===== src/shared/asx_cfg.svh =====
// Register map, field positions, flag layout and clock counts of the add/subtract unit.
`ifndef ASX_CFG_SVH
`define ASX_CFG_SVH

// ----------------------------------------------------------------
// Register byte addresses
// ----------------------------------------------------------------
`define ASX_A_CMD      8'h00
`define ASX_A_IMM      8'h04
`define ASX_A_MADDR    8'h08
`define ASX_A_FLAGS    8'h0C
`define ASX_A_STATUS   8'h10
`define ASX_A_RF_HI    3'h1

// ----------------------------------------------------------------
// Command word fields
// ----------------------------------------------------------------
`define ASX_C_OP_LO    0
`define ASX_C_FORM_LO  2
`define ASX_C_WORD     5
`define ASX_C_DST_LO   6
`define ASX_C_SRC_LO   9
`define ASX_C_START    31

// ----------------------------------------------------------------
// Flag bit positions and reset value
// ----------------------------------------------------------------
`define ASX_FL_OVF     5
`define ASX_FL_SIGN    4
`define ASX_FL_ZERO    3
`define ASX_FL_HALF    2
`define ASX_FL_PAR     1
`define ASX_FL_CARRY   0
`define ASX_FL_RST     6'h00

// ----------------------------------------------------------------
// Clock counts per form
// ----------------------------------------------------------------
`define ASX_T_RR       5'h02
`define ASX_T_IMM      5'h04
`define ASX_T_RM_S     5'h0B
`define ASX_T_RM_L     5'h0F
`define ASX_T_MR_S     5'h10
`define ASX_T_MR_L     5'h18
`define ASX_T_MI_S     5'h12
`define ASX_T_MI_L     5'h1A
`define ASX_RD_CAP     5'h06

`endif


===== src/shared/asx_pkg.sv =====
// Types shared by the add/subtract unit.
package asx_pkg;

    // Arithmetic operation of a command.
    typedef enum logic [1:0] {
        ASX_ADD,
        ASX_ADD_PC,
        ASX_SUB,
        ASX_SUB_WB
    } asx_op_t;

    // Operand form of a command.
    typedef enum logic [2:0] {
        ASX_RR,
        ASX_MR,
        ASX_RM,
        ASX_RI,
        ASX_MI,
        ASX_AI
    } asx_form_t;

    // Sequencer states.
    typedef enum logic {
        ASX_IDLE,
        ASX_RUN
    } asx_state_t;

endpackage : asx_pkg


===== src/logic/asx_core.sv =====
// Add/subtract execution unit with a register file, flags and a memory operand port.
`include "asx_cfg.svh"

// What this block does
// RULE_01: Register plus immediate, four clocks, no bus.
// RULE_02: Memory plus immediate written back, 18/26 clocks.
// RULE_03: Accumulator plus immediate, four clocks, no bus.
// RULE_04: Register plus register plus carry, two clocks.
// RULE_05: Memory plus register plus carry, 16/24 clocks.
// RULE_06: Register plus memory plus carry, 11/15 clocks.
// RULE_07: Register plus immediate plus carry, four clocks.
// RULE_08: Memory plus immediate plus carry, 18/26 clocks.
// RULE_09: Accumulator plus immediate plus carry, four clocks.
// RULE_10: Register minus register, two clocks, no bus.
// RULE_11: Memory minus register written back, 16/24 clocks.
// RULE_12: Register minus memory, one read, 11/15 clocks.
// RULE_13: Register minus immediate, four clocks, no bus.
// RULE_14: Memory minus immediate written back, 18/26 clocks.
// RULE_15: Accumulator minus immediate, four clocks, no bus.
// RULE_16: Register minus register minus carry, two clocks.
// RULE_17: Memory minus register minus carry, 16/24 clocks.
// RULE_18: Register minus memory minus carry, 11/15 clocks.
// RULE_19: Every form updates all six arithmetic flags.
// RULE_20: Size bit zero means byte, one means word.
// RULE_21: Flags follow conventional carry, overflow, parity meaning.
module asx_core
    import asx_pkg::*;
#(
    parameter int BUS16 = 1,  // One selects the 16-bit bus variant.
    parameter int AW    = 20  // Memory address width.
)(
    input  wire logic          CLOCK,     // System clock.
    input  wire logic          RSTN,      // Synchronous reset, active low.
    input  wire logic          WB_CYC_I,  // Bus cycle.
    input  wire logic          WB_STB_I,  // Bus strobe.
    input  wire logic          WB_WE_I,   // Write enable.
    input  wire logic [7:0]    WB_ADR_I,  // Byte address.
    input  wire logic [3:0]    WB_SEL_I,  // Byte lanes.
    input  wire logic [31:0]   WB_DAT_I,  // Write data.
    output logic      [31:0]   WB_DAT_O,  // Read data.
    output logic               WB_ACK_O,  // Acknowledge.
    output logic      [AW-1:0] MEM_ADDR,  // Memory operand address.
    output logic      [15:0]   MEM_WDATA, // Memory write data.
    input  wire logic [15:0]   MEM_RDATA, // Memory read data pins.
    output logic               MEM_RD,    // Read transfer pulse.
    output logic               MEM_WR,    // Write transfer pulse.
    output logic               MEM_WORD,  // Transfer is a word.
    output logic               BUSY,      // Operation in progress.
    output logic               DONE       // Operation finished pulse.
);

    // ----------------------------------------------------------------
    // Elaboration checks
    // ----------------------------------------------------------------
    if (BUS16 != 0 && BUS16 != 1)
    begin : g_chk_bus
        $error("BUS16 must be 0 or 1.");
    end
    if (AW < 1 || AW > 31)
    begin : g_chk_aw
        $error("AW must lie between 1 and 31.");
    end

    // ----------------------------------------------------------------
    // State
    // ----------------------------------------------------------------
    asx_state_t    state, next_state;
    asx_op_t       op, next_op;
    asx_form_t     form, next_form;
    logic          w, next_w;
    logic [2:0]    dst, next_dst;
    logic [2:0]    src, next_src;
    logic [4:0]    el, next_el;
    logic [15:0]   imm, next_imm;
    logic [AW-1:0] maddr, next_maddr;
    logic [15:0]   rf [8];
    logic [15:0]   next_rf [8];
    logic [5:0]    flags, next_flags;
    logic [15:0]   mval, next_mval;
    logic [15:0]   rd_s1, rd_s2;
    logic [31:0]   dat_o, next_dat_o;
    logic          ack, next_ack;
    logic [AW-1:0] m_addr, next_m_addr;
    logic [15:0]   m_wdata, next_m_wdata;
    logic          m_rd, next_m_rd;
    logic          m_wr, next_m_wr;
    logic          m_word, next_m_word;
    logic          done, next_done;

    // Datapath terms.
    logic [15:0]   mask, opa, opb, res;
    logic [16:0]   wide;
    logic [4:0]    half;
    logic          cin, sub_op, mem_src, mem_dst, last;
    logic          sa, sb, sr;
    logic [5:0]    new_flags;
    logic [4:0]    total;
    logic [2:0]    wdst;

    // ----------------------------------------------------------------
    // Clock count of a form
    // ----------------------------------------------------------------
    // Words on the narrow bus, or odd words, take the long count.
    function automatic logic [4:0] clocks_of(asx_form_t f, logic wd, logic odd);
        logic fast;
        fast = !wd || (BUS16 != 0 && !odd);
        case (f)
            ASX_RR:  clocks_of = `ASX_T_RR;
            ASX_RI:  clocks_of = `ASX_T_IMM;
            ASX_AI:  clocks_of = `ASX_T_IMM;
            ASX_RM:  clocks_of = fast ? `ASX_T_RM_S : `ASX_T_RM_L;
            ASX_MR:  clocks_of = fast ? `ASX_T_MR_S : `ASX_T_MR_L;
            ASX_MI:  clocks_of = fast ? `ASX_T_MI_S : `ASX_T_MI_L;
            default: clocks_of = `ASX_T_RR;
        endcase
    endfunction : clocks_of

    // Forms that read memory.
    function automatic logic reads_mem(asx_form_t f);
        reads_mem = (f == ASX_MR) || (f == ASX_RM) || (f == ASX_MI);
    endfunction : reads_mem

    // Byte-lane merge of a 16-bit register.
    function automatic logic [15:0] lanes(logic [15:0] old, logic [3:0] sel,
                                          logic [31:0] d);
        lanes = old;
        if (sel[0])
        begin
            lanes[7:0] = d[7:0];
        end
        if (sel[1])
        begin
            lanes[15:8] = d[15:8];
        end
    endfunction : lanes

    // ----------------------------------------------------------------
    // Arithmetic and flags
    // ----------------------------------------------------------------
    // Operand select, add or subtract with carry, and the six flags.
    always_comb
    begin
        mask    = w ? 16'hFFFF : 16'h00FF; // RULE_20
        sub_op  = (op == ASX_SUB) || (op == ASX_SUB_WB);
        cin     = ((op == ASX_ADD_PC) || (op == ASX_SUB_WB)) ? flags[`ASX_FL_CARRY] : 1'b0; // RULE_04
        mem_src = reads_mem(form);
        mem_dst = (form == ASX_MR) || (form == ASX_MI);
        wdst    = (form == ASX_AI) ? 3'h0 : dst; // RULE_03
        case (form)
            ASX_MR:  begin opa = mval;    opb = rf[src]; end // RULE_05 RULE_17
            ASX_RM:  begin opa = rf[dst]; opb = mval;    end // RULE_06
            ASX_RI:  begin opa = rf[dst]; opb = imm;     end // RULE_01
            ASX_MI:  begin opa = mval;    opb = imm;     end // RULE_02
            ASX_AI:  begin opa = rf[0];   opb = imm;     end // RULE_09
            default: begin opa = rf[dst]; opb = rf[src]; end // RULE_10
        endcase
        opa = opa & mask;
        opb = opb & mask;
        if (sub_op)
        begin
            wide = {1'b0, opa} - {1'b0, opb} - {16'h0000, cin}; // RULE_16
            half = {1'b0, opa[3:0]} - {1'b0, opb[3:0]} - {4'h0, cin};
        end
        else
        begin
            wide = {1'b0, opa} + {1'b0, opb} + {16'h0000, cin}; // RULE_07
            half = {1'b0, opa[3:0]} + {1'b0, opb[3:0]} + {4'h0, cin};
        end
        res = wide[15:0] & mask;
        sa  = w ? opa[15] : opa[7];
        sb  = w ? opb[15] : opb[7];
        sr  = w ? res[15] : res[7];
        // Flags follow carry, borrow, signed overflow and low-byte parity.
        new_flags[`ASX_FL_CARRY] = w ? wide[16] : wide[8]; // RULE_21
        new_flags[`ASX_FL_HALF]  = half[4];
        new_flags[`ASX_FL_OVF]   = sub_op ? (sa != sb) && (sr != sa) : (sa == sb) && (sr != sa);
        new_flags[`ASX_FL_SIGN]  = sr;
        new_flags[`ASX_FL_ZERO]  = (res == 16'h0000);
        new_flags[`ASX_FL_PAR]   = ~^res[7:0];
        total = clocks_of(form, w, maddr[0]);
        last  = (state == ASX_RUN) && (el == total - 5'h01);
    end

    // ----------------------------------------------------------------
    // Bus slave and sequencer
    // ----------------------------------------------------------------
    // Register access, command start and the run sequence.
    always_comb
    begin
        logic       hit;
        logic       wr_take;
        asx_form_t  nf;
        hit          = WB_CYC_I && WB_STB_I;
        wr_take      = hit && ack && WB_WE_I;
        nf           = asx_form_t'(WB_DAT_I[`ASX_C_FORM_LO +: 3]);
        next_state   = state;
        next_op      = op;
        next_form    = form;
        next_w       = w;
        next_dst     = dst;
        next_src     = src;
        next_el      = el;
        next_imm     = imm;
        next_maddr   = maddr;
        next_rf      = rf;
        next_flags   = flags;
        next_mval    = mval;
        next_m_addr  = m_addr;
        next_m_wdata = m_wdata;
        next_m_rd    = 1'b0;
        next_m_wr    = 1'b0;
        next_m_word  = m_word;
        next_done    = 1'b0;
        next_ack     = hit && !ack;
        next_dat_o   = 32'h0000_0000;
        // Read data is prepared while the acknowledge is being raised.
        if (hit && !ack && !WB_WE_I)
        begin
            if (WB_ADR_I == `ASX_A_CMD)
            begin
                next_dat_o = {20'h00000, src, dst, w, form, op};
            end
            else if (WB_ADR_I == `ASX_A_IMM)
            begin
                next_dat_o = {16'h0000, imm};
            end
            else if (WB_ADR_I == `ASX_A_MADDR)
            begin
                next_dat_o = 32'(maddr);
            end
            else if (WB_ADR_I == `ASX_A_FLAGS)
            begin
                next_dat_o = {26'h0000000, flags};
            end
            else if (WB_ADR_I == `ASX_A_STATUS)
            begin
                next_dat_o = {31'h00000000, state == ASX_RUN};
            end
            else if (WB_ADR_I[7:5] == `ASX_A_RF_HI && WB_ADR_I[1:0] == 2'h0)
            begin
                next_dat_o = {16'h0000, rf[WB_ADR_I[4:2]]};
            end
        end
        // Writes land at the acknowledge edge; writes while busy are acknowledged and dropped.
        if (wr_take && state == ASX_IDLE)
        begin
            if (WB_ADR_I == `ASX_A_IMM)
            begin
                next_imm = lanes(imm, WB_SEL_I, WB_DAT_I);
            end
            else if (WB_ADR_I == `ASX_A_MADDR && WB_SEL_I == 4'hF)
            begin
                next_maddr = WB_DAT_I[AW-1:0];
            end
            else if (WB_ADR_I == `ASX_A_FLAGS && WB_SEL_I[0])
            begin
                next_flags = WB_DAT_I[5:0];
            end
            else if (WB_ADR_I[7:5] == `ASX_A_RF_HI && WB_ADR_I[1:0] == 2'h0)
            begin
                next_rf[WB_ADR_I[4:2]] = lanes(rf[WB_ADR_I[4:2]], WB_SEL_I, WB_DAT_I);
            end
            else if (WB_ADR_I == `ASX_A_CMD && WB_SEL_I == 4'hF && nf <= ASX_AI)
            begin
                next_op    = asx_op_t'(WB_DAT_I[`ASX_C_OP_LO +: 2]);
                next_form  = nf;
                next_w     = WB_DAT_I[`ASX_C_WORD]; // RULE_20
                next_dst   = WB_DAT_I[`ASX_C_DST_LO +: 3];
                next_src   = WB_DAT_I[`ASX_C_SRC_LO +: 3];
                if (WB_DAT_I[`ASX_C_START])
                begin
                    next_state  = ASX_RUN;
                    next_el     = 5'h00;
                    next_m_rd   = reads_mem(nf); // RULE_12
                    next_m_addr = maddr;
                    next_m_word = WB_DAT_I[`ASX_C_WORD];
                end
            end
        end
        case (state)
            ASX_IDLE:
            begin
                next_el = 5'h00;
            end
            ASX_RUN:
            begin
                next_el = el + 5'h01;
                // The read operand is taken from the synchronised pins.
                if (mem_src && el == `ASX_RD_CAP)
                begin
                    next_mval = rd_s2; // RULE_18
                end
                // Memory destinations get the second transfer in the last cycle.
                if (mem_dst && el == total - 5'h02)
                begin
                    next_m_wr    = 1'b1; // RULE_11
                    next_m_wdata = res; // RULE_14
                end
                if (last)
                begin
                    next_state = ASX_IDLE;
                    next_done  = 1'b1;
                    next_flags = new_flags; // RULE_19
                    if (!mem_dst)
                    begin
                        next_rf[wdst] = w ? res : {rf[wdst][15:8], res[7:0]}; // RULE_15
                    end
                end
            end
            default:
            begin
                next_state = ASX_IDLE;
            end
        endcase
    end

    // Registers of the bus slave, sequencer and datapath.
    always_ff @(posedge CLOCK)
    begin
        if (!RSTN)
        begin
            state   <= ASX_IDLE;
            op      <= ASX_ADD;
            form    <= ASX_RR;
            w       <= 1'b0;
            dst     <= 3'h0;
            src     <= 3'h0;
            el      <= 5'h00;
            imm     <= 16'h0000;
            maddr   <= '0;
            flags   <= `ASX_FL_RST;
            mval    <= 16'h0000;
            rd_s1   <= 16'h0000;
            rd_s2   <= 16'h0000;
            dat_o   <= 32'h0000_0000;
            ack     <= 1'b0;
            m_addr  <= '0;
            m_wdata <= 16'h0000;
            m_rd    <= 1'b0;
            m_wr    <= 1'b0;
            m_word  <= 1'b0;
            done    <= 1'b0;
            for (int i = 0; i < 8; i++)
            begin
                rf[i] <= 16'h0000;
            end
        end
        else
        begin
            state   <= next_state;
            op      <= next_op;
            form    <= next_form;
            w       <= next_w;
            dst     <= next_dst;
            src     <= next_src;
            el      <= next_el;
            imm     <= next_imm;
            maddr   <= next_maddr;
            flags   <= next_flags;
            mval    <= next_mval;
            rd_s1   <= MEM_RDATA;
            rd_s2   <= rd_s1;
            dat_o   <= next_dat_o;
            ack     <= next_ack;
            m_addr  <= next_m_addr;
            m_wdata <= next_m_wdata;
            m_rd    <= next_m_rd;
            m_wr    <= next_m_wr;
            m_word  <= next_m_word;
            done    <= next_done;
            rf      <= next_rf;
        end
    end

    // Outputs come straight from their flip-flops.
    assign WB_DAT_O  = dat_o;
    assign WB_ACK_O  = ack;
    assign MEM_ADDR  = m_addr;
    assign MEM_WDATA = m_wdata;
    assign MEM_RD    = m_rd;
    assign MEM_WR    = m_wr;
    assign MEM_WORD  = m_word;
    assign BUSY      = (state == ASX_RUN);
    assign DONE      = done;

    // ----------------------------------------------------------------
    // Checks
    // ----------------------------------------------------------------
    logic [4:0] run_len;
    logic [1:0] xfer;

    // Counts busy cycles and bus transfers of the current operation.
    always_ff @(posedge CLOCK)
    begin
        if (!RSTN)
        begin
            run_len <= 5'h00;
            xfer    <= 2'h0;
        end
        else
        begin
            run_len <= BUSY ? run_len + 5'h01 : 5'h00;
            xfer    <= BUSY ? xfer + {1'b0, m_rd} + {1'b0, m_wr} : 2'h0;
        end
    end
endmodule : asx_core


===== config.mk =====
export PLATFORM = sky130hd
export DESIGN_NAME = asx_core
export DESIGN_NICKNAME = d
export VERILOG_FILES = /design/src/shared/asx_pkg.sv /design/src/logic/asx_core.sv
export VERILOG_INCLUDE_DIRS = /design/src /design/src/shared
export SDC_FILE = /design/constraint.sdc
export NUM_CORES = 1
export LEC_CHECK = 0
export CAP_MARGIN = 20
export CORE_ASPECT_RATIO = 2
export CORE_MARGIN = 5
export CORE_UTILIZATION = 44
export CTS_CLUSTER_DIAMETER = 80
export DETAILED_ROUTE_END_ITERATION = 8
export DONT_BUFFER_PORTS = 1
export PLACE_DENSITY_LB_ADDON = 0.05
export SLEW_MARGIN = 20
export SYNTH_ARGS = -nofsm -noshare
export SYNTH_HDL_FRONTEND = slang
export SYNTH_SLANG_ARGS = --single-unit

===== constraint.sdc =====
create_clock -name CLOCK -period 5.1 [get_ports CLOCK]
set_input_delay 1.02 -clock CLOCK [delete_from_list [all_inputs] [get_ports CLOCK]]
set_output_delay 1.02 -clock CLOCK [all_outputs]
set_load 0.01 [all_outputs]

==> results of run 1 <==
[where the power goes]
part,internal [mW],switching (mW)
clock,1.32,1.03
combinational,0.0367,0.0752
sequential,2.33,0.00318
[flip-flops by register name (all words and copies together) (netlist names), 2 cells and up]
name and count:
MEM_ADDR 20, mval 16, form 3, op 2, src 3, rf 128
dst 3, rd_s1 16, MEM_WDATA 16, WB_DAT_O 20, flags 6, el 5
rd_s2 16, imm 16, maddr 20
[cell usage in the layout (no fill, tap or decap), drive strengths merged, types with 41 or more instances in the layout]
cell type / synthesis / final
dfxtp: 297 / 297
nor2: 236 / 236
a211oi: 220 / 220
nand2: 201 / 201
buf: 55 / 151
a21oi: 134 / 134
mux2i: 129 / 129
mux4: 95 / 95
o21ai: 80 / 80
and2: 54 / 54
inv: 52 / 54
ha: 51 / 51
mux2: 41 / 41
[worst min path at each step]
stage | startpoint | slack, ns | end
after global placement | rd_s1[11] | 0.41 | rd_s2[11]
after CTS | rd_s1[5] | 0.44 | rd_s2[5]
after global routing | rd_s1[4] | 0.45 | rd_s2[4]
after floorplan | rd_s1[0] | 0.41 | rd_s2[0]
final | rd_s1[3] | 0.43 | rd_s2[3]
after detailed placement | rd_s1[3] | 0.42 | rd_s2[3]
[routing by layer]
layer  vias up  part of all wire, %
met4         0                  8.6
met5         -                    0
li1       7790                    -
met3       220                  5.9
met2       719                   51
met1      8305                   35
[critical path, stage by stage, from the launching register on]
cell and delay [ns]:
dfxtp_2 0.42, buf_12 0.22, buf_12 0.13, buf_12 0.10, mux4_2 0.47, mux2i_1 0.29, o22ai_1 0.13, and2_1 0.22
ha_1 0.32, ha_1 0.35, nand2_1 0.09, o21bai_1 0.20, or2_2 0.31, a31o_4 0.22, a21boi_2 0.14, buf_4 0.13
nor4_1 0.06, o41ai_4 0.55, buf_4 0.28, a31oi_1 0.11
[kinds of logic (layout without fill, tap and decap cells)]
family / Yosys count / count (layout) / share of synthesized area [%]
xor+xnor: 32 / 32 / 1.50
flops: 297 / 297 / 31.7
simple gates: 609 / 609 / 14.8
compound gates: 606 / 606 / 22.1
fa+ha+maj: 55 / 55 / 3.83
mux: 265 / 265 / 20.8
buf+inv: 239 / 259 / 5.27
other cells: 1 / 12 / 0.0200
[stage by stage]
step	setup WS (ns)	hold slack (ns)	util, %	power [mW]
3_3_place_gp	-0.175	0.414	47.0	2.50
6_report	0.178	0.433	49.5	4.80
4_1_cts	0.0575	0.437	49.4	4.84
3_5_place_dp	-0.139	0.422	47.0	2.50
2_1_floorplan	0.0863	0.412	-	2.50
5_1_grt	0.0688	0.450	49.5	4.94
[cells in the mapped netlist, drive strengths merged, types with 6 or more instances]
cell type	n	share of area, %
nor2	236	5.0
o2bb2ai	6	0.28
clkbuf	132	2.6
o211ai	15	0.60
nand2	201	4.0
nand4	8	0.27
a21o	16	0.64
mux2	41	2.5
o221ai	8	0.37
mux2i	129	6.9
inv	52	1.0
o21ai	80	2.1
or3	6	0.23
xnor2	20	0.93
and2	54	1.8
buf	55	1.6
dfxtp	297	32
a311oi	8	0.37
a22oi	14	0.56
o22ai	22	0.73
ha	51	3.4
mux4	95	11
xor2	12	0.56
a21oi	134	3.6
nand3	37	1.0
nor3	13	0.43
nand2b	9	0.30
o21a	9	0.36
a31oi	15	0.50
and3	8	0.27
o211a	13	0.69
a211oi	220	8.8
nor2b	10	0.33
[layout make-up]
type                            count  share of cell area (%)
Sequential cell                   297                    28.3
Timing Repair Buffer              152                    6.09
Clock inverter                     19                   0.952
Multi-Input combinational cell   1579                    56.5
Tap cell                          545                    3.24
Inverter                           52                   0.952
Clock buffer                       36                    3.97
[repair_timing]
action                                  CTS  global route
cloned                                    0             1
buffers inserted                          0             2
pin swaps                                 0             2
resized for setup                         1             3
hold endpoints to repair                  0             0
endpoints found under the setup margin    9            19
==> results.md, run 1 <==
- Status: finished, final reports clean
- CTS hold repair buffers: 0
- Skew final: 0.0276 ns
- Max Freq: 203 MHz
- Vias/cell: 6.36
- Layout Nets: 2232
- Antenna Nets Post-Route: 0
- Synth cell types: 81
- Largest net degree at the start of global routing: 101
- Ys Warns: 0
- Clock Tree Buf Depth: 3
- Post-Syn Area: 0.0187 mm^2
- Drt first pass iters: 5
- Met1 Track Usage GR: 32.9%
- Least-Margin Pin Slew: 1.08 ns
- Sequential cell area: 0.00595 mm^2
- Total CTS buffers: 30
- # fillers: 4018
- Die Width: 156 um
- CTS tree: yes
- Rel. slew slack: 25.9%
- Drt wl/cell: 27.8 um
- Initial antenna violation count: 0
- Hold Crit Class: register to register
- Part of the cycle the worst path needs: 96.5%
- # diodes: 0
- Row cnt: 107
- Met3 usage: 4.55%
- DP Wirelength: 54400 um
- Synth Flop Type: dfxtp_1
- Reg-to-Reg Start: dst[0]
- Multi-input gate area: 0.0119 mm^2
- Count of pins over their slew limit: 0
- DRC errors left: 0
- GRT Max-Usage Layer: met2
- Via count: 17000
- Die Area: 0.0471 mm^2
- IO Port Bufs: 0
- CP startpoint kind: register
- Vias in the first global route: 16600
- Placed cells: 2621
- Critical Path Fanout Max: 17
- PD cells: 228 mW/mm^2
- Worst R2R Path Depth: 19
- FF+latch count, synth: 297
- First-pass GRT wire length: 109000 um
- Die Height: 302 um
- Finished Layout Cells: 2680
- Synth Instances: 2104
- MaxCap Viol Count: 0
- DP Area: 0.0199 mm^2
- Clock sinks: 297
- Worst-skew pair later-pin latency: 0.60 ns
- CP required: 5.53 ns
- Critical path class: register to register
- Total Routed Length: 74600 um
- Routability cong.: 0.953
- RSZ-0062 raised after global routing: no
- Setup TNS: 0 ns
- CP startpoint: dst[0]
- Initial cell density of the core: 44.2%
- Clk root buf: clkbuf_16
- VDD IR max: 0.000199 V
- Area grow syn2layout: 12.2%
- Post-route minimum period: 4.92 ns
- Critical Path AT: 5.36 ns
- Post-synth EDFFs: 0
- DRT iter0 DRCs: 1304
- H-tree levels: 1
- Met2 Resource Use GR: 54.8%
- Final Cell Area: 0.0210 mm^2
- Crit path capture type: register
- R2R Setup Slk: 0.18 ns
- Global route total overflow: 0
- Hold path cells: 1
- Share of cells above drive strength 1: 18.0%
- Core footprint: 0.0424 mm^2
- Reg-to-Reg End: rf[125]
- Final Setup Violations: 0
- Clock slew at reported path FFs: 0.07 ns
- Leakage: 7.63 nW
- GRT Total Usage: 30.8%
- Final Hold Fails: 0
- Share of the yosys chip area belonging to registers: 31.7%
- Avg Cell Area, Syn: 8.91 um^2
- Ys async rst share: 0%
- Ports: 139
- CP Capture Point: rf[125]
(Power assumes the default switching activity.)
==> inputs of run 2 (changes only) <==
--- a/config.mk
+++ b/config.mk
@@ -7,7 +7,6 @@
 export NUM_CORES = 1
 export LEC_CHECK = 0
 export CAP_MARGIN = 20
-export CORE_ASPECT_RATIO = 2
 export CORE_MARGIN = 5
 export CORE_UTILIZATION = 44
 export CTS_CLUSTER_DIAMETER = 80
==> results.md, run 2 (same netlist as run 1, synthesis figures left out) <==
- Status: finished, final reports clean
- Routability cong.: 0.906
- CTS tree: yes
- PD cells: 237 mW/mm^2
- Count of pins over their slew limit: 0
- Initial antenna violation count: 0
- Sequential cell area: 0.00595 mm^2
- Critical Path AT: 5.23 ns
- Die Width: 216 um
- Final core occ: 49.6%
- Via count: 16900
- Worst Setup Slack, final: 0.271 ns
- CP required: 5.50 ns
- Most common cell after layout, fill and taps aside: dfxtp_1
- Clock sinks: 297
- Final Hold Fails: 0
- Part of the cycle the worst path needs: 94.7%
- Final Cell Area: 0.0209 mm^2
- Ports: 139
- RSZ-0062 raised after global routing: no
- Total power: 4.94 mW
- Clock slew at reported path FFs: 0.06 ns
- Vias in the first global route: 16100
- Crit path capture type: register
- H-tree levels: 2
- Hold Crit Class: register to register
- Core footprint: 0.0420 mm^2
- Clk root buf: clkbuf_16
- Initial cell density of the core: 44.6%
- Antenna Nets Post-Route: 0
- Final Setup Violations: 0
- Setup TNS: 0 ns
- Vias/cell: 6.35
- # fillers: 4019
- VDD IR max: 0.000226 V
- Clock Tree Buf Depth: 3
- DP Area: 0.0196 mm^2
- Drt first pass iters: 5
- Pre-CTS setup slack: 0.167 ns
- Drt wl/cell: 26.4 um
- DRT iter0 DRCs: 1555
- First-pass GRT wire length: 104000 um
- Die Area: 0.0468 mm^2
- Skew final: 0.0257 ns
- Largest net degree at the start of global routing: 104
- Most frequent cells in the layout: 292 x dfxtp_1, 228 x nor2_1, 220 x a211oi_1, 195 x nand2_1, 132 x a21oi_1
- DRC errors left: 0
- Max Freq: 207 MHz
- Critical Path Fanout Max: 9
- Total CTS buffers: 36
- Least-Margin Pin Slew: 1.09 ns
- Leakage: 7.54 nW
- CP startpoint kind: register
- Critical path class: register to register
- Max FFs per register: 128
- MaxCap Viol Count: 0
- GRT Total Usage: 28.9%
- Global route total overflow: 0
- Row cnt: 75
- Total Routed Length: 70000 um
- Most flop-heavy register: rf
- Layout Nets: 2208
- IO Port Bufs: 0
- Rel. slew slack: 25.0%
- Post-route minimum period: 4.83 ns
- Multi-input gate area: 0.0119 mm^2
- DP Wirelength: 49500 um
- Share of cells above drive strength 1: 17.4%
- Die Height: 216 um
- Area grow syn2layout: 11.3%
- Worst-skew pair later-pin latency: 0.57 ns
run 2: final timing paths:
check / start / endpoint / slack [ns] / depth (start not counted)
worst min register to register: rd_s1[12] / rd_s2[12] / 0.43 / 1
worst max-delay path: src[0] / MEM_WDATA[13] / 0.27 / 18
worst max register to register: src[0] / MEM_WDATA[13] / 0.27 / 18
worst min-delay path: rd_s1[12] / rd_s2[12] / 0.43 / 1
run 2: area by class of cell:
class / instances / share of cell area [%]
diodes: 1 / 0.0120
multi-input cells: 1579 / 57.1
clock buffers: 52 / 5.04
flip-flops and latches: 297 / 28.5
repair buffers: 122 / 4.68
clock inverters: 11 / 0.414
well taps: 539 / 3.23
inverters: 52 / 0.959
run 2: worst max-delay path, cell delays in order, from the launching register on:
cell,delay (ns)
dfxtp_4,0.38
buf_4,0.19
buf_6,0.17
mux4_2,0.50
mux2i_1,0.35
o21ai_0,0.23
ha_1,0.37
ha_1,0.38
nand2_1,0.10
o21bai_1,0.18
or2_2,0.30
a31o_4,0.22
a21boi_2,0.16
buf_4,0.13
nor4_2,0.05
o41ai_4,0.45
buf_4,0.30
o21a_1,0.15
nor2_1,0.04
run 2: stage by stage:
step | std cells | hold WS [ns]
global route | 2652 | 0.455
global placement | 2585 | 0.420
floorplan | 2115 | 0.412
CTS | 2648 | 0.437
finish | 2653 | 0.432
detailed placement | 2585 | 0.419
run 2: repair_timing:
action / 4_1_cts / 5_1_grt
endpoints found under the setup margin: 0 / 33
gates resized for setup: 0 / 12
hold buffers: 0 / 0
setup buffers: 0 / 3
run 2: power breakdown:
| group | internal [mW] | switching, mW | leakage [nW] |
|---|---|---|---|
| Clock | 1.44 | 1.06 | 0.545 |
| Sequential | 2.33 | 0.00386 | 2.40 |
| Combinational | 0.0365 | 0.0722 | 4.59 |
run 2: layer usage:
layer	vias to the layer above	track usage [%]	part of all wire, %
li1	7739	-	-
met1	8271	37.8	41
met5	-	0	0
met4	0	13.1	4.9
met2	697	46.9	47
met3	145	5.12	7.4
==> inputs of run 3 (changes only) <==
--- a/config.mk
+++ b/config.mk
@@ -6,12 +6,12 @@
 export SDC_FILE = /design/constraint.sdc
 export NUM_CORES = 1
 export LEC_CHECK = 0
+export BUFFER_PORTS_ARGS = -buffer_cell sky130_fd_sc_hd__buf_2
 export CAP_MARGIN = 20
 export CORE_MARGIN = 5
 export CORE_UTILIZATION = 44
 export CTS_CLUSTER_DIAMETER = 80
 export DETAILED_ROUTE_END_ITERATION = 8
-export DONT_BUFFER_PORTS = 1
 export PLACE_DENSITY_LB_ADDON = 0.05
 export SLEW_MARGIN = 20
 export SYNTH_ARGS = -nofsm -noshare
==> results.md, run 3 (same netlist as run 1, synthesis figures left out) <==
- Final Cell Area: 0.0217 mm^2
- CP cell instances: mux4_2 -> mux2_2 -> mux2i_1 -> nor2_1 -> a21o_1 -> inv_1 -> fa_2 -> inv_1 -> fa_1 -> a21o_1 -> a311o_1 -> a21oi_1 -> xor2_1 -> nor2_1 -> a21oi_2 -> ha_1 -> and4_1 -> nand4_1 -> and4b_2 -> a41o_1
- Crit path capture type: register
- IO Port Bufs: 115
- Most frequent cells in the layout: 292 x dfxtp_1, 227 x nor2_1, 220 x a211oi_1, 199 x nand2_1, 133 x a21oi_1
- Post-route minimum period: 4.93 ns
- Worst-skew pair later-pin latency: 0.58 ns
- DRC errors left: 0
- Drt first pass iters: 5
- Max FFs per register: 128
- Clock sinks: 297
- Initial cell density of the core: 44.6%
- Hold path cells: 1
- Leakage: 8.20 nW
- Switching pwr: 1.25 mW
- Die Area: 0.0468 mm^2
- Initial antenna violation count: 0
- Total CTS buffers: 38
- Skew final: 0.0323 ns
- Most common cell after layout, fill and taps aside: dfxtp_1
- Buffers & Inverters on Critical Path: 2
- R2R Setup Slk: 0.17 ns
- Placed cells: 2703
- Rel. slew slack: 27.8%
- Antenna Nets Post-Route: 0
- CP startpoint kind: register
- Worst R2R Path Depth: 20
- RSZ-0062 raised after global routing: no
- Hold Crit Start: rd_s1[5]
- DP Wirelength: 49600 um
- Critical Path AT: 5.45 ns
- Global route total overflow: 0
- Hold Crit Class: register to register
- Comb pwr share: 3.5%
- Die Width: 216 um
- Ports: 139
- Clock share of power: 53.4%
- Setup TNS: 0 ns
- Vias in the first global route: 16600
- Finished Layout Cells: 2773
- CTS tree: yes
- Largest net degree at the start of global routing: 106
- Max Freq: 203 MHz
- Reg-to-Reg Start: src[0]
- CP required: 5.61 ns
- Via count: 17500
- Routability cong.: 0.878
- Least-Margin Pin Slew: 1.08 ns
- PD cells: 250 mW/mm^2
- Total Routed Length: 70900 um
- Area grow syn2layout: 15.7%
- Most flop-heavy register: rf
- Final Hold Fails: 0
- Critical Path Fanout Max: 4
- Part of the cycle the worst path needs: 96.7%
- Final Setup Violations: 0
- Sw frac: 23.1%
- Hold EP: rd_s2[5]
- Die Height: 216 um
- Status: finished, final reports clean
- MaxCap Viol Count: 0
- CTS hold repair buffers: 0
- Seq pwr share: 43.0%
- Clock Tree Buf Depth: 3
- Vias/cell: 6.30
- H-tree levels: 2
- # diodes: 0
- Critical path class: register to register
- Clock slew at reported path FFs: 0.06 ns
- Drt wl/cell: 25.6 um
- First-pass GRT wire length: 105000 um
- Clk root buf: clkbuf_16
- Pre-CTS setup slack: 0.0303 ns
- DP Area: 0.0203 mm^2
- Reg-to-Reg End: flags[3]
- Share of cells above drive strength 1: 21.7%
- DRT iter0 DRCs: 1855
- Row cnt: 75
- CP max-delay cell: mux4_2
- Largest stage delay, worst path: 0.51 ns
- Count of pins over their slew limit: 0
- Layout Nets: 2326
- Core footprint: 0.0420 mm^2
- Worst Setup Slack, final: 0.167 ns
- Internal: 4.17 mW
- GRT Total Usage: 29.1%
- VDD IR max: 0.000185 V
- Cell family with most CP delay: compound AO/OA/AOI/OAI gates
-- run 3: cell count changes in the layout (fill, tap and decap cells not counted), sizes merged --
cell | previous run | this run
buf | 122 | 237
inv | 54 | 55
clkinvlp | 5 | 1
bufinv | 0 | 6
clkinv | 4 | 8
clkbuf | 52 | 51
diode | 1 | 0
-- run 3: power by group through the flow --
stage	Combinational (mW)	Clock, mW	Sequential, mW
floorplan	0.114	0	2.39
global placement	0.187	0	2.39
detailed placement	0.189	0	2.39
CTS	0.190	2.95	2.34
global route	0.203	3.04	2.34
finish	0.192	2.90	2.34
-- run 3: timing repair --
action                                  in CTS  in global routing
gates resized for setup                      0                 12
buffers inserted                             0                  1
endpoints found under the setup margin       0                 23
-- run 3: how the worst max path moves through the flow --
stage	slack, ns	end	cells after the start	start
3_5_place_dp	0.03	flags[3]	17	src[0]
2_1_floorplan	0.09	flags[3]	19	form[2]
3_3_place_gp	0.08	flags[3]	17	src[0]
4_1_cts	0.02	flags[3]	17	src[0]
6_report	0.17	flags[3]	20	src[0]
5_1_grt	0.00004	flags[3]	20	src[0]
-- run 3: routing by layer --
| metal | GRT usage (%) | wire [um] | up-vias |
|---|---|---|---|
| li1 | - | - | 7996 |
| met3 | 4.07 | 5120 | 189 |
| met5 | 0 | 0 | - |
| met1 | 38.2 | 29200 | 8524 |
| met4 | 12.8 | 3390 | 0 |
| met2 | 47.9 | 33200 | 756 |
-- run 3: metrics by stage --
step / utilization (%) / power [mW] / hold WS (ns)
final: 51.6 / 5.43 / 0.428
after detailed placement: 48.2 / 2.58 / 0.421
after floorplan: - / 2.50 / 0.412
after global routing: 51.6 / 5.58 / 0.441
after global placement: 48.2 / 2.57 / 0.417
after CTS: 51.4 / 5.48 / 0.434
-- run 3: final cells by class --
cell class | count | area [um^2]
inverters | 52 | 200
fillers | 4044 | 20400
flip-flops and latches | 297 | 5950
clock inverters | 18 | 269
multi-input cells | 1579 | 11900
clock buffers | 50 | 1070
well taps | 539 | 674
repair buffers | 238 | 1600
-- run 3: worst register-to-register path: stages, from the launching register on --
cell     delay, ns
dfxtp_4       0.43
mux4_2        0.51
mux2_2        0.31
mux2i_1       0.16
nor2_1        0.06
a21o_1        0.18
inv_1         0.08
fa_2          0.27
inv_1         0.08
fa_1          0.44
a21o_1        0.19
a311o_1       0.42
a21oi_1       0.19
xor2_1        0.16
nor2_1        0.06
a21oi_2       0.18
ha_1          0.17
and4_1        0.19
nand4_1       0.16
and4b_2       0.42
a41o_1        0.19
